**src/common/jccc_map.vh**
```
// Summary of operation
// - Takeover instruction frees I/O, aborts configuration.
// - Takeover works before configuration or during it.
// - Restart by instruction or restart pin pulse.
// - Chip clear and output enable ignored here.
// - Error status driven low on configuration error.
// - Done released high after successful configuration.
// - Finished device drives chain enable output low.
// - Successful test-port load drives chain output low.
// - Chain output driven low in user mode, or the control value when its user enable is set.
// - Bypass, identify, sample never interrupt configuration.
// - User I/O stays high impedance while configuring.
`ifndef JCCC_MAP_VH
`define JCCC_MAP_VH
// ==========================================================
// Register offsets on the bus.
`define JCCC_ADR_W 8
`define JCCC_REG_CTRL 8'h00
`define JCCC_REG_LEN 8'h04
`define JCCC_REG_STATUS 8'h08
`define JCCC_REG_COUNT 8'h0C
// ==========================================================
// Control fields and reset values.
`define JCCC_CTRL_USER_EN 0
`define JCCC_CTRL_USER_VAL 1
`define JCCC_CTRL_RST 2'h0
`define JCCC_LEN_RST 16'h0010
// ==========================================================
// Status word fields.
`define JCCC_ST_STATE_HI 4
`define JCCC_ST_STATE_LO 0
`define JCCC_ST_ERROR 5
`define JCCC_ST_DONE 6
`define JCCC_ST_TAKE 7
`define JCCC_ST_CHAIN_IN 8
`define JCCC_ST_CLEAR 9
`define JCCC_ST_OE 10
`define JCCC_ST_SCHEME_HI 12
`define JCCC_ST_SCHEME_LO 11
`define JCCC_ST_VALID 13
`define JCCC_ST_FULL 14
// ==========================================================
// Instruction codes of the test port.
`define JCCC_IR_W 4
`define JCCC_IR_BYPASS 4'hF
`define JCCC_IR_IDCODE 4'h6
`define JCCC_IR_SAMPLE 4'h5
`define JCCC_IR_IO_TAKE 4'hD
`define JCCC_IR_PULSE 4'h1
`define JCCC_IR_PROGRAM 4'h2
// ==========================================================
// Timing and synchroniser constants.
`define JCCC_INIT_TCK 9'h12B
`define JCCC_BIT_LAST 3'h7
`define JCCC_SYNC_W 9
`define JCCC_SYNC_RST 9'h103
`endif

```
**src/rtl/jccc_ctrl.v**
```verilog
// The implementer's own choices: register access over Wishbone and the register addresses.
`timescale 1ns/1ps
`include "jccc_map.vh"
module jccc_ctrl (
   // Clock and reset.
   input wire core_clk_in,
   input wire nrst_in,
   // Wishbone slave.
   input wire wb_cyc_in,
   input wire wb_stb_in,
   input wire wb_we_in,
   input wire [`JCCC_ADR_W-1:0] wb_adr_in,
   input wire [3:0] wb_sel_in,
   input wire [31:0] wb_dat_in,
   output reg [31:0] wb_dat_out,
   output reg wb_ack_out,
   // Test port link.
   input wire tck_in,
   input wire tdi_in,
   input wire ir_sel_in,
   // Configuration pins.
   input wire restart_n_in,
   input wire chain_enable_in_n_in,
   input wire chip_clear_n_in,
   input wire chip_output_enable_in,
   input wire [1:0] scheme_select_in,
   output reg error_status_n_out,
   output reg error_status_n_oe_out,
   output reg config_done_out,
   output reg config_done_oe_out,
   output reg chain_enable_out_n_out,
   output reg user_io_hiz_out,
   output reg io_takeover_out,
   // Configuration byte stream.
   output reg [7:0] cfg_data_out,
   output reg cfg_valid_out,
   input wire cfg_ready_in,
   input wire cfg_error_in
);

   // ==========================================================
   // States.
   localparam [4:0] ST_WAIT = 5'h01;
   localparam [4:0] ST_LOAD = 5'h02;
   localparam [4:0] ST_INIT = 5'h04;
   localparam [4:0] ST_USER = 5'h08;
   localparam [4:0] ST_ERROR = 5'h10;

   // ==========================================================
   // Input synchronisers. Order: chip clear, chip output enable, scheme select, tck, tdi, ir_sel,
   // restart_n, chain enable.
   wire [`JCCC_SYNC_W-1:0] raw_in;
   reg [`JCCC_SYNC_W-1:0] sync1_r;
   reg [`JCCC_SYNC_W-1:0] sync2_r;
   reg [`JCCC_SYNC_W-1:0] sync3_r;
   reg [`JCCC_SYNC_W-1:0] filt_r;
   reg [`JCCC_SYNC_W-1:0] filt_q_r;
   assign raw_in = {chip_clear_n_in, chip_output_enable_in, scheme_select_in, tck_in, tdi_in, ir_sel_in,
      restart_n_in, chain_enable_in_n_in};

   // A change is accepted only when the last two stages agree, which masks one-cycle glitches.
   always @(posedge core_clk_in or negedge nrst_in) begin
      if (!nrst_in) begin
         sync1_r <= `JCCC_SYNC_RST;
         sync2_r <= `JCCC_SYNC_RST;
         sync3_r <= `JCCC_SYNC_RST;
         filt_r <= `JCCC_SYNC_RST;
         filt_q_r <= `JCCC_SYNC_RST;
      end else begin
         sync1_r <= raw_in;
         sync2_r <= sync1_r;
         sync3_r <= sync2_r;
         filt_r <= (sync2_r & ~(sync2_r ^ sync3_r)) | (filt_r & (sync2_r ^ sync3_r));
         filt_q_r <= filt_r;
      end
   end

   wire tck_rise = filt_r[4] & ~filt_q_r[4];
   wire tdi_s = filt_r[3];
   wire ir_sel_s = filt_r[2];
   wire ir_update = ~filt_r[2] & filt_q_r[2];
   wire restart_fall = ~filt_r[1] & filt_q_r[1];
   wire ce_n_s = filt_r[0];
   // Chip clear and output enable only feed the status word, never the loading logic.
   wire chip_clear_n_s = filt_r[8];
   wire chip_oe_s = filt_r[7];
   wire [1:0] scheme_s = filt_r[6:5];

   // ==========================================================
   // Registers and state.
   reg [1:0] ctrl_r;
   reg [15:0] len_r;
   reg [15:0] drained_r;
   reg [4:0] state_r;
   reg [4:0] state_nxt;
   reg takeover_r;
   reg [`JCCC_IR_W-1:0] ir_sh_r;
   reg [`JCCC_IR_W-1:0] ir_r;
   reg [7:0] byte_sh_r;
   reg [2:0] bit_cnt_r;
   reg [8:0] init_cnt_r;
   reg [7:0] fifo_tail_r;
   reg fifo_full_r;

   // The pulse instruction restarts on its own update; the pin restarts on its falling edge.
   wire pulse_req = ir_update & (ir_sh_r == `JCCC_IR_PULSE);
   wire take_req = ir_update & (ir_sh_r == `JCCC_IR_IO_TAKE);
   wire restart = restart_fall | pulse_req;
   wire loading = (state_r == ST_LOAD);
   wire data_bit = loading & tck_rise & ~ir_sel_s & (ir_r == `JCCC_IR_PROGRAM);
   wire push = data_bit & (bit_cnt_r == `JCCC_BIT_LAST);
   wire pop = cfg_valid_out & cfg_ready_in;
   wire [7:0] push_byte = {tdi_s, byte_sh_r[7:1]};
   // The host cannot be held off, so a third byte with both entries taken is an overrun.
   wire overrun = push & fifo_full_r & ~pop;

   // ==========================================================
   // Test port instruction and data shifting.
   always @(posedge core_clk_in or negedge nrst_in) begin
      if (!nrst_in) begin
         ir_sh_r <= `JCCC_IR_BYPASS;
         ir_r <= `JCCC_IR_BYPASS;
         byte_sh_r <= 8'h00;
         bit_cnt_r <= 3'h0;
      end else begin
         if (tck_rise & ir_sel_s) begin
            ir_sh_r <= {tdi_s, ir_sh_r[`JCCC_IR_W-1:1]};
         end
         // Bypass, identify and sample only update the instruction and leave loading alone.
         if (ir_update) begin
            ir_r <= ir_sh_r;
         end
         if (restart | ~loading) begin
            bit_cnt_r <= 3'h0;
         end else if (data_bit) begin
            byte_sh_r <= push_byte;
            bit_cnt_r <= bit_cnt_r + 3'h1;
         end
      end
   end

   // ==========================================================
   // Two-entry buffer toward the configuration memory.
   always @(posedge core_clk_in or negedge nrst_in) begin
      if (!nrst_in) begin
         cfg_data_out <= 8'h00;
         cfg_valid_out <= 1'b0;
         fifo_tail_r <= 8'h00;
         fifo_full_r <= 1'b0;
      end else if (restart | take_req) begin
         cfg_valid_out <= 1'b0;
         fifo_full_r <= 1'b0;
      end else if (push & ~pop) begin
         if (!cfg_valid_out) begin
            cfg_data_out <= push_byte;
            cfg_valid_out <= 1'b1;
         end else if (!fifo_full_r) begin
            fifo_tail_r <= push_byte;
            fifo_full_r <= 1'b1;
         end
      end else if (pop & ~push) begin
         if (fifo_full_r) begin
            cfg_data_out <= fifo_tail_r;
            fifo_full_r <= 1'b0;
         end else begin
            cfg_valid_out <= 1'b0;
         end
      end else if (pop & push) begin
         if (fifo_full_r) begin
            cfg_data_out <= fifo_tail_r;
            fifo_tail_r <= push_byte;
         end else begin
            cfg_data_out <= push_byte;
         end
      end
   end

   // ==========================================================
   // Configuration sequencer.
   always @* begin
      state_nxt = state_r;
      case (state_r)
         ST_WAIT: begin
            if ((ir_r == `JCCC_IR_PROGRAM) & ~ce_n_s & ~takeover_r) begin
               state_nxt = ST_LOAD;
            end
         end
         ST_LOAD: begin
            // A high chain enable, a sink fault or an overrun all spoil the load.
            if (ce_n_s | cfg_error_in | overrun) begin
               state_nxt = ST_ERROR;
            end else if ((drained_r == len_r) & ~cfg_valid_out) begin
               state_nxt = ST_INIT;
            end
         end
         ST_INIT: begin
            if (tck_rise & (init_cnt_r == `JCCC_INIT_TCK - 9'h001)) begin
               state_nxt = ST_USER;
            end
         end
         ST_USER: begin
            state_nxt = ST_USER;
         end
         ST_ERROR: begin
            state_nxt = ST_ERROR;
         end
         default: begin
            state_nxt = ST_WAIT;
         end
      endcase
      if (take_req | restart) begin
         state_nxt = ST_WAIT;
      end
   end

   always @(posedge core_clk_in or negedge nrst_in) begin
      if (!nrst_in) begin
         state_r <= ST_WAIT;
         takeover_r <= 1'b0;
         drained_r <= 16'h0000;
         init_cnt_r <= 9'h000;
      end else begin
         state_r <= state_nxt;
         // Takeover is honoured in any state, so boundary tests can run before or during loading.
         if (restart) begin
            takeover_r <= 1'b0;
         end else if (take_req) begin
            takeover_r <= 1'b1;
         end
         // The count outlives its load so software can still read it once loading has ended.
         if ((state_r != ST_LOAD) & (state_nxt == ST_LOAD)) begin
            drained_r <= 16'h0000;
         end else if (loading & pop) begin
            drained_r <= drained_r + 16'h0001;
         end
         if (state_r != ST_INIT) begin
            init_cnt_r <= 9'h000;
         end else if (tck_rise) begin
            init_cnt_r <= init_cnt_r + 9'h001;
         end
      end
   end

   // ==========================================================
   // Status and chain pins. Chip clear and output enable never reach this logic.
   always @(posedge core_clk_in or negedge nrst_in) begin
      if (!nrst_in) begin
         error_status_n_out <= 1'b0;
         error_status_n_oe_out <= 1'b0;
         config_done_out <= 1'b0;
         config_done_oe_out <= 1'b1;
         chain_enable_out_n_out <= 1'b1;
         user_io_hiz_out <= 1'b1;
         io_takeover_out <= 1'b0;
      end else begin
         error_status_n_out <= 1'b0;
         error_status_n_oe_out <= (state_nxt == ST_ERROR);
         config_done_out <= 1'b0;
         config_done_oe_out <= (state_nxt != ST_USER);
         if (state_nxt != ST_USER) begin
            chain_enable_out_n_out <= 1'b1;
         end else if (ctrl_r[`JCCC_CTRL_USER_EN]) begin
            chain_enable_out_n_out <= ctrl_r[`JCCC_CTRL_USER_VAL];
         end else begin
            chain_enable_out_n_out <= 1'b0;
         end
         user_io_hiz_out <= (state_nxt != ST_USER) & ~(takeover_r | take_req);
         io_takeover_out <= ~restart & (takeover_r | take_req);
      end
   end

   // ==========================================================
   // Wishbone slave: one wait state, unmapped reads return zero.
   wire wb_req = wb_cyc_in & wb_stb_in & ~wb_ack_out;
   reg [31:0] status_word;

   // Each field sits at its own named position, so the map stays fixed when fields are added.
   always @* begin
      status_word = 32'h0000_0000;
      status_word[`JCCC_ST_STATE_HI:`JCCC_ST_STATE_LO] = state_r;
      status_word[`JCCC_ST_ERROR] = error_status_n_oe_out;
      status_word[`JCCC_ST_DONE] = ~config_done_oe_out;
      status_word[`JCCC_ST_TAKE] = takeover_r;
      status_word[`JCCC_ST_CHAIN_IN] = ce_n_s;
      status_word[`JCCC_ST_CLEAR] = chip_clear_n_s;
      status_word[`JCCC_ST_OE] = chip_oe_s;
      status_word[`JCCC_ST_SCHEME_HI:`JCCC_ST_SCHEME_LO] = scheme_s;
      status_word[`JCCC_ST_VALID] = cfg_valid_out;
      status_word[`JCCC_ST_FULL] = fifo_full_r;
   end

   always @(posedge core_clk_in or negedge nrst_in) begin
      if (!nrst_in) begin
         wb_ack_out <= 1'b0;
         wb_dat_out <= 32'h0000_0000;
         ctrl_r <= `JCCC_CTRL_RST;
         len_r <= `JCCC_LEN_RST;
      end else begin
         wb_ack_out <= wb_req;
         if (wb_req & wb_we_in) begin
            if ((wb_adr_in == `JCCC_REG_CTRL) & wb_sel_in[0]) begin
               ctrl_r <= wb_dat_in[1:0];
            end
            if (wb_adr_in == `JCCC_REG_LEN) begin
               if (wb_sel_in[0]) begin
                  len_r[7:0] <= wb_dat_in[7:0];
               end
               if (wb_sel_in[1]) begin
                  len_r[15:8] <= wb_dat_in[15:8];
               end
            end
         end
         if (wb_req & ~wb_we_in) begin
            case (wb_adr_in)
               `JCCC_REG_CTRL: wb_dat_out <= {30'h0000_0000, ctrl_r};
               `JCCC_REG_LEN: wb_dat_out <= {16'h0000, len_r};
               `JCCC_REG_STATUS: wb_dat_out <= status_word;
               `JCCC_REG_COUNT: wb_dat_out <= {16'h0000, drained_r};
               default: wb_dat_out <= 32'h0000_0000;
            endcase
         end
      end
   end

endmodule // jccc_ctrl

```
**config.mk**
```make
export PLATFORM = sky130hd
export DESIGN_NAME = jccc_ctrl
export DESIGN_NICKNAME = d
export VERILOG_FILES = /design/src/rtl/jccc_ctrl.v
export VERILOG_INCLUDE_DIRS = /design/src /design/src/common
export SDC_FILE = /design/constraint.sdc
export NUM_CORES = 1
export LEC_CHECK = 0
export ABC_AREA = 1
export BUFFER_PORTS_ARGS = -buffer_cell sky130_fd_sc_hd__buf_2
export CAP_MARGIN = 20
export CELL_PAD_IN_SITES_DETAIL_PLACEMENT = 0
export CELL_PAD_IN_SITES_GLOBAL_PLACEMENT = 1
export CORE_ASPECT_RATIO = 2
export CORE_MARGIN = 2
export CORE_UTILIZATION = 44
export CTS_BUF_LIST = sky130_fd_sc_hd__clkbuf_8
export CTS_CLUSTER_DIAMETER = 50
export DETAILED_ROUTE_END_ITERATION = 8
export PLACE_DENSITY = 0.83
export REMOVE_ABC_BUFFERS = 1
export SYNTH_ARGS = -nofsm -noshare
export SYNTH_HDL_FRONTEND = slang
export SYNTH_SLANG_ARGS = --single-unit
```
**constraint.sdc**
```tcl
create_clock -name core_clk_in -period 2.11 [get_ports core_clk_in]
set_input_delay 0.3165 -clock core_clk_in [delete_from_list [all_inputs] [get_ports core_clk_in]]
set_output_delay 0.3165 -clock core_clk_in [all_outputs]
set_load 0.1 [all_outputs]
```
== Yosys cells after proc, flatten, opt, wreduce, memory -nomap -nowiden ==
Index checks and enable logic that the tools add are counted.
Storage, ports and cells
  bits in registers: 165
  ROM bits: 0
  bits of input ports: 60
  output and inout bits: 49
  bits in latches: 0
  memories: 0
  RAM bits: 0
  logic and storage cells: 164
Operators by class
  bitwise logic cells: 56
  multiplexer cells: 36
  magnitude comparators: 0
  reductions and logical operators: 17
  equality and inequality tests: 25
  $mul: 0
  div/mod/pow operators: 0
  shift-type cells: 0
  $add $sub $neg: 3
Operators by type and width (number)
  2-to-1 mux 8 bit: 11
  one-hot mux 16 bit (4 select lines): 1
  2-to-1 mux 16 bit: 2
  bitwise AND 1 bit: 29
  2-to-1 mux 5 bit: 5
  one-hot mux 5 bit (5 select lines): 1
  bitwise AND 9 bit: 2
  2-to-1 mux 9 bit: 2
  adder 16 x 1 -> 16 bit, second input constant: 1
  equality test 16 bit: 1
  equality test 8 x 4 -> 1 bit, second input constant: 2
  inverter 1 bit: 16
  2-to-1 mux 1 bit: 12
  nonzero test 2 bit: 6
  equality test 5 x 2 -> 1 bit, second input constant: 2
  equality test 5 bit, second input constant: 2
  adder 9 x 1 -> 9 bit, second input constant: 1
  equality test 9 bit, second input constant: 1
  inverter 9 bit: 1
  bitwise OR 9 bit: 1
  bitwise XOR 9 bit: 1
  equality test 8 x 3 -> 1 bit, second input constant: 1
  zero test 8 bit: 1
  AND reduction 2 bit: 4
  other kinds (20): 31

== Depth between registers and ports, before layout ==
Gate-level depths: netlist of run 1.
  depth after elaboration: 15
  gate-level depth with buffers: 15
  gate-level depth less buffers: 14

== Least setup slack after synthesis of run 1 ==
No wires, ideal clock.
  path type: register -> register
  start: register cfg_valid_out
  end: register drained_r[11]
  stages on the path, launching flop included: 12
  slack: -0.170 ns
  data required time: 1.997 ns
  buffers on the path: 1
  setup time: 0.113 ns
  arrival time: 2.168 ns
  cell sequence: dfrtp_1 -> clkbuf_2 -> nand2_2 -> nor2_8 -> nand2_4 -> nor2_4 -> nand3_2 -> nor2_2 -> xor2_1 -> inv_1 -> nand2_1 -> inv_1
Between the ends
  longest elaborated chain between the ends: 10
  elaborated cells on any way between the ends: 15
  classes of those cells: eq/ne (1); mux (5); bitwise (8); reduce/logical (1)
RTL lines
  start: declaration: line jccc_ctrl.v:36  | output reg cfg_valid_out,
  start signal: assignment: line jccc_ctrl.v:147  | cfg_valid_out <= 1'b0;
  start signal: assignment: line jccc_ctrl.v:151  | cfg_valid_out <= 1'b0;
  start signal: assignment: line jccc_ctrl.v:156  | cfg_valid_out <= 1'b1;
  bitwise AND 1 bit: line jccc_ctrl.v:112  | wire pop = cfg_valid_out & cfg_ready_in;
  inverter 1 bit: line jccc_ctrl.v:115  | wire overrun = push & fifo_full_r & ~pop;
  bitwise AND 1 bit: line jccc_ctrl.v:115
  bitwise OR 1 bit: line jccc_ctrl.v:190  | if (ce_n_s | cfg_error_in | overrun) begin
  2-to-1 mux 5 bit: line jccc_ctrl.v:190
  one-hot mux 5 bit (5 select lines): line jccc_ctrl.v:182  | case (state_r)
  2-to-1 mux 5 bit: line jccc_ctrl.v:211  | if (take_req | restart) begin
  equality test 5 x 2 -> 1 bit: line jccc_ctrl.v:231  | if ((state_r != ST_LOAD) & (state_nxt == ST_LOAD)) begin
  bitwise AND 1 bit: line jccc_ctrl.v:231
  2-to-1 mux 16 bit or nonzero test 2 bit (tied branches)
  end signal: assignment: line jccc_ctrl.v:234  | drained_r <= drained_r + 16'h0001;
  end: declaration: line jccc_ctrl.v:93  | reg [15:0] drained_r;
Parallel ways exist; a longest one is shown, timed or not.
A chain may end at the register's enable or synchronous reset.

== Final worst setup path of run 1 ==
  start: register state_r[3]
  end: register fifo_tail_r[0]
Between the ends
  longest elaborated chain between the ends: 9
  elaborated cells on any way between the ends: 15
  classes of those cells: eq/ne (3); mux (1); bitwise (8); reduce/logical (3)
RTL lines
  start: declaration: line jccc_ctrl.v:94  | reg [4:0] state_r;
  start signal: assignment: line jccc_ctrl.v:223  | state_r <= state_nxt;
  equality test 5 x 2 -> 1 bit *: line jccc_ctrl.v:109  | wire loading = (state_r == ST_LOAD);
  bitwise AND 1 bit * (3 in a row): line jccc_ctrl.v:110  | wire data_bit = loading & tck_rise & ~ir_sel_s & (ir_r == `JCCC_IR_PROGRAM);
  bitwise AND 1 bit *: line jccc_ctrl.v:111  | wire push = data_bit & (bit_cnt_r == `JCCC_BIT_LAST);
  inverter 1 bit: line jccc_ctrl.v:161  | end else if (pop & ~push) begin
  bitwise AND 1 bit: line jccc_ctrl.v:161
  inequality test 2 bit (no source line)
  AND reduction 5 bit (no source line)
  end signal: assignment: line jccc_ctrl.v:158  | fifo_tail_r <= push_byte;
  end signal: assignment: line jccc_ctrl.v:171  | fifo_tail_r <= push_byte;
  end: declaration: line jccc_ctrl.v:102  | reg [7:0] fifo_tail_r;
Every way passes the cells marked *; elsewhere a longest branch is shown, timed or not.

==> results.sh, run 1 <==
export IMPL_status="finished, final reports clean"
export IMPL_crit_chain="nor2_2 > nand3_2 > buf_4 > nor4_4 > o211ai_1 > nor2_4 > o211ai_1 > o21ai_0"
export IMPL_rr_startpoint="state_r[3]"
export IMPL_fp_dieH_um=181
export IMPL_routed_via_density=4.95
export IMPL_slew_viol_final=0
export IMPL_cts_buffer_depth=2
export IMPL_hold_viol_final=0
export IMPL_fin_crit_sh_pct=93.0
export IMPL_placedCellCount=1063
export IMPL_vias=5471
export IMPL_min_path_type="input pin to flip-flop"
export IMPL_gp_congestion=0.843
export IMPL_p_int_w=0.00448
export IMPL_final_cell_mix="nand2_1, dfrtp_1, inv_1"
export IMPL_ys_types=44
export IMPL_slew_headroom_pct=44.2
export IMPL_ant_nets=0
export IMPL_critical_path_max_stage_delay_ps=440
export IMPL_numCtsBuffers=17
export IMPL_final_setup_skew_ps=15.9
export IMPL_htreeDepth=4
export IMPL_grt_pass1_vias=5735
export IMPL_yosysWarnings=0
export IMPL_highest_layer="met4"
export IMPL_dp_hpwl_um=12100
export IMPL_wl_met1_um=5750
export IMPL_power_leakage_nw=4.23
export IMPL_p_switching_w=0.00173
export IMPL_syn_cell_area_um2=6890
export IMPL_fmax_mhz=510
export IMPL_fin_cells=1105
export IMPL_p_clk_share_pct=37.9
export IMPL_post_drt_wl_per_cell_um=14.7
export IMPL_drtPass1Iterations=4
export IMPL_initial_core_util_pct=45.1
export IMPL_drt_iter0_drc=207
export IMPL_worst_path_max_delay_cell="dfrtp_1"
export IMPL_cts_root_buf="clkbuf_8"
export IMPL_yosysSeqAreaShare_pct=53.5
export IMPL_cpMostUsedCell="o211ai_1"
export IMPL_grt_usage_pct=20.8
export IMPL_max_vdd_ir_drop_uv=402
export IMPL_holdWs_ps=103
export IMPL_nets=959
export IMPL_critical_path_arrival_ps=2340
export IMPL_ios=109
export IMPL_critPathRequiredTime_ps=2480
export IMPL_critical_path_top_delay_family="simple AND/OR/NAND/NOR gates"
export IMPL_layout_drive_gt1_share_pct=21.2
export IMPL_ys_seq_elements=146
export IMPL_power_density_nw_per_um2=762
export IMPL_antenna_found_initial=0
export IMPL_die_w_um=92.5
export IMPL_grt_max_degree=73
export IMPL_wl_met3_um=431
export IMPL_wl_met2_um=9580
export IMPL_p_seq_share_pct=49.6
export IMPL_clkTransAtPathRegs_ps=80
export IMPL_worstMarginPinSlew_ps=836
export IMPL_setup_viol=0
export IMPL_path_buf_inv=1
export IMPL_maxCapViolCount=0
export IMPL_crit_cells=8
export IMPL_cts_setup_buffers=0
export IMPL_routed_wl_um=16200
export IMPL_worstSetupStartpointType="flip-flop"
export IMPL_hold_start="wb_dat_in[4]"
export IMPL_die_area_um2=16700
export IMPL_critPathMaxFanout=15
export IMPL_grt_overflow=0
export IMPL_final_common_cell="nand2_1"
export IMPL_rows=64
export IMPL_setup_tns_final_ps=0
export IMPL_power_frac_comb_pct=12.4
export IMPL_port_buffer_count=72
export IMPL_p_sw_share_pct=27.8
export IMPL_placeableCoreArea_um2=15300
export IMPL_cts_tree="built"
export IMPL_synth_avg_cell_area_um2=8.80
export IMPL_whs_path_depth=3
export IMPL_grt_pass1_wl_um=27000
export IMPL_cts_sinks=146
export IMPL_synth_cells=783
export IMPL_antennaDiodeCount=0
export IMPL_critPathLaunch="state_r[3]"
export IMPL_path_class="flip-flop to flip-flop"
export IMPL_clock_latency_ps=460
export IMPL_end_kind="flip-flop"
export IMPL_fin_crit_ps=1960
export IMPL_drc=0
export IMPL_synthToLayoutAreaGrowth_pct=18.2
export IMPL_reg2reg_depth=8
-- cells by family after synthesis --
logic type	count (synthesis)	share of synthesized area, %
buffers and inverters	159	10.1
DFF	146	53.5
muxes	1	0.163
adders and majority gates	14	2.22
and+or+nand+nor	303	20.1
AOI/OAI and AO/OA	143	11.8
other	1	0.0544
xor gates and xnor gates	16	2.03
-- sequential cells by signal, summed over array words and instances, names as in the netlist, 2 cells and up, named ones only --
register,flops
fifo_tail_r,8
filt_q_r,3
state_r,5
cfg_data_out,8
sync2_r,9
len_r,16
ir_sh_r,4
drained_r,16
init_cnt_r,9
wb_dat_out,16
byte_sh_r,7
bit_cnt_r,3
ctrl_r,2
sync1_r,9
sync3_r,9
ir_r,4
-- cells in the mapped netlist, drive strengths merged --
library cell	instances	share of area (%)
nand3b	1	0.11
and3	1	0.091
mux2	1	0.16
clkbuf	11	0.62
maj3	9	1.3
nand2	183	10
nor4	2	0.40
o22ai	14	1.3
dfrtp	120	44
nand3	24	2.1
o211ai	24	2.6
nor3b	1	0.11
dfstp	26	9.9
a21oi	36	2.6
a31oi	2	0.18
o21ai	64	4.6
conb	1	0.054
xnor2	2	0.25
o221ai	2	0.34
a211oi	1	0.11
buf	26	2.8
xor2	14	1.8
or2	1	0.091
ha	5	0.91
nor3	10	0.73
nor2	63	4.4
nand4	17	1.9
inv	122	6.7
-- what timing repair did --
action                     CTS  global route
setup endpoints to repair    0            30
gates resized for setup      0             4
hold buffers                10             0
hold endpoints to repair    30             0
-- area by class of cell --
| type | count | area (um^2) |
|---|---|---|
| multi-input combinational | 495 | 2580 |
| fill | 1518 | 7150 |
| timing repair buffer | 112 | 742 |
| tap | 198 | 248 |
| inverter | 122 | 460 |
| clock inverter | 12 | 156 |
| clock buffer | 20 | 275 |
| sequential | 146 | 3690 |
-- power groups by stage --
| stage | combinational [W] | clock [W] | sequential (W) |
|---|---|---|---|
| after floorplan | 0.000438 | 0 | 0.00315 |
| after global placement | 0.000752 | 0 | 0.00313 |
| after detailed placement | 0.000760 | 0 | 0.00314 |
| after CTS | 0.000777 | 0.00243 | 0.00308 |
| after global routing | 0.000840 | 0.00254 | 0.00310 |
| final | 0.000771 | 0.00236 | 0.00308 |
-- worst register-to-register path: stages (launching register included) --
cell      delay [ps]
dfrtp_1          440
nor2_2           200
nand3_2          110
buf_4            200
nor4_4           170
o211ai_1         190
nor2_4           340
o211ai_1         150
o21ai_0           90
-- through the flow --
stage	utilization [%]	setup slack, ps	area (um^2)	total power [W]
global route	53.3	-1.70	8150	0.00649
detailed placement	49.7	140	7610	0.00390
floorplan	-	-327	6720	0.00359
global placement	49.7	167	7610	0.00388
finish	53.3	148	8150	0.00621
CTS	53.2	81.6	8140	0.00629
-- per-layer routing --
metal  track usage [%]  up-vias
met5                 0        -
met4              9.61        0
met3              3.25       27
met2              41.0       99
met1              20.3     2633
li1                  -     2712
-- path summary, 6_finish.rpt --
kind / endpoint / slack, ps
max: fifo_tail_r[0] / 150
min: len_r[4] / 100
max reg2reg: fifo_tail_r[0] / 150
min reg2reg: sync2_r[2] / 350
max in group asynchronous: len_r[4] / 1140
min in group asynchronous: wb_dat_out[10] / 270
No activity file was read; power rests on OpenSTA's default activity.
==> run 2, diff against run 1 <==
RECOVER_POWER = 25   (was not set)
==> run 2 against run 1 <==
Critical path depth is the same. First-iteration DRC count rose by 0.48%. Total power about the same. Count of clock-buffer cells in the layout did not move. Largest cell class unchanged.
==> results.sh, run 2 (synthesized netlist as in run 1, its figures left out) <==
export IMPL_p_sw_share_pct=27.8
export IMPL_synthToLayoutAreaGrowth_pct=18.0
export IMPL_antenna_found_initial=0
export IMPL_dpl_cell_area_um2=7610
export IMPL_final_cell_mix="nand2_1, dfrtp_1, inv_1"
export IMPL_port_buffer_count=72
export IMPL_cpMostUsedCell="o211ai_1"
export IMPL_critPathRequiredTime_ps=2480
export IMPL_final_setup_skew_ps=15.9
export IMPL_cts_sinks=146
export IMPL_worstMarginPinSlew_ps=1310
export IMPL_nets=959
export IMPL_fin_cells=1105
export IMPL_drt_iter0_drc=208
export IMPL_grt_overflow=0
export IMPL_fin_crit_ps=1960
export IMPL_worstSetupStartpointType="flip-flop"
export IMPL_power_density_nw_per_um2=763
export IMPL_fmax_mhz=510
export IMPL_cts_tree="built"
export IMPL_routed_via_density=4.95
export IMPL_setup_viol=0
export IMPL_path_class="flip-flop to flip-flop"
export IMPL_p_int_w=0.00448
export IMPL_power_total_w=0.00620
export IMPL_cts_root_buf="clkbuf_8"
export IMPL_die_area_um2=16700
export IMPL_critPathMaxFanout=15
export IMPL_max_vdd_ir_drop_uv=402
export IMPL_numCtsBuffers=17
export IMPL_grt_usage_pct=20.8
export IMPL_critical_path_max_stage_delay_ps=440
export IMPL_min_path_type="input pin to flip-flop"
export IMPL_ios=109
export IMPL_htreeDepth=4
export IMPL_slew_headroom_pct=12.6
export IMPL_worst_path_max_delay_cell="dfrtp_1"
export IMPL_holdWs_ps=103
export IMPL_slew_viol_final=0
export IMPL_status="finished, final reports clean"
export IMPL_final_common_cell="nand2_1"
export IMPL_critical_path_top_delay_family="simple AND/OR/NAND/NOR gates"
export IMPL_p_seq_share_pct=49.6
export IMPL_grt_max_degree=73
export IMPL_placedCellCount=1063
export IMPL_power_frac_comb_pct=12.4
export IMPL_die_w_um=92.5
export IMPL_rows=64
export IMPL_maxCapViolCount=0
export IMPL_placeableCoreArea_um2=15300
export IMPL_end_kind="flip-flop"
export IMPL_post_drt_wl_per_cell_um=14.7
export IMPL_grt_pass1_wl_um=27000
export IMPL_hold_viol_final=0
export IMPL_drc=0
export IMPL_clkTransAtPathRegs_ps=80
export IMPL_fin_crit_sh_pct=93.0
export IMPL_power_leakage_nw=4.22
export IMPL_largest_registers="drained_r (16), len_r (16), wb_dat_out (16)"
export IMPL_initial_core_util_pct=45.1
export IMPL_routed_wl_um=16200
export IMPL_crit_chain="nor2_2 > nand3_2 > buf_4 > nor4_4 > o211ai_1 > nor2_4 > o211ai_1 > o21ai_0"
export IMPL_critical_path_arrival_ps=2340
export IMPL_p_clk_share_pct=38.0
export IMPL_vias=5469
export IMPL_gp_congestion=0.843
export IMPL_fp_dieH_um=181
export IMPL_drtPass1Iterations=4
export IMPL_grt_pass1_vias=5735
export IMPL_cts_buffer_depth=2
export IMPL_cts_setup_buffers=0
export IMPL_path_buf_inv=1
export IMPL_ant_nets=0
export IMPL_dp_hpwl_um=12100
export IMPL_clock_latency_ps=460
export IMPL_layout_drive_gt1_share_pct=20.6
export IMPL_antennaDiodeCount=0
export IMPL_stdcell_area_um2=8130
export IMPL_p_switching_w=0.00173
-- run 2: timing repair --
item | CTS | global route
endpoints found under the setup margin | 0 | 30
gates resized for setup | 0 | 4
hold buffers | 10 | 0
endpoints found under the hold margin | 30 | 0
-- run 2: routing by layer --
layer,vias up,GRT usage (%),share of wire [%]
met5,-,0,0
met3,27,3.25,2.6
met2,99,41.0,59
met1,2631,20.3,35
met4,0,9.61,2.9
li1,2712,-,-
-- run 2: final timing paths --
path / depth (start not counted) / start / slack [ps] / to
max: 8 / state_r[3] / 150 / fifo_tail_r[0]
min: 3 / wb_dat_in[4] / 100 / len_r[4]
max reg2reg: 8 / state_r[3] / 150 / fifo_tail_r[0]
min reg2reg: 0 / sync1_r[2] / 350 / sync2_r[2]
max in group asynchronous: 3 / nrst_in / 310 / ir_r[2]
min in group asynchronous: 2 / nrst_in / 670 / wb_dat_out[10]
-- run 2: power by group through the flow --
| stage | registers (W) | logic, W | clock network [W] |
|---|---|---|---|
| global placement | 0.00313 | 0.000752 | 0 |
| global route | 0.00310 | 0.000836 | 0.00254 |
| CTS | 0.00308 | 0.000777 | 0.00243 |
| detailed placement | 0.00314 | 0.000760 | 0 |
| floorplan | 0.00315 | 0.000438 | 0 |
| finish | 0.00308 | 0.000767 | 0.00236 |
-- run 2: stage by stage --
stage,setup slack [ps],setup TNS (ps),utilization (%)
after detailed placement,140,0,49.7
after CTS,81.6,0,53.2
after global placement,167,0,49.7
after floorplan,-327,-6540,-
final,148,0,53.2
after global routing,-1.70,-3.58,53.2
-- run 2: layout make-up --
class | instances | area [um^2]
Clock inverter | 12 | 156
Clock buffer | 20 | 275
Sequential cell | 146 | 3690
Tap cell | 198 | 248
Multi-Input combinational cell | 495 | 2580
Fill cell | 1523 | 7160
Timing Repair Buffer | 112 | 726
Inverter | 122 | 460
-- run 2: tightest hold or removal path: stages --
cell	delay, ps
buf_2	100
nor2_1	90
a21oi_1	50
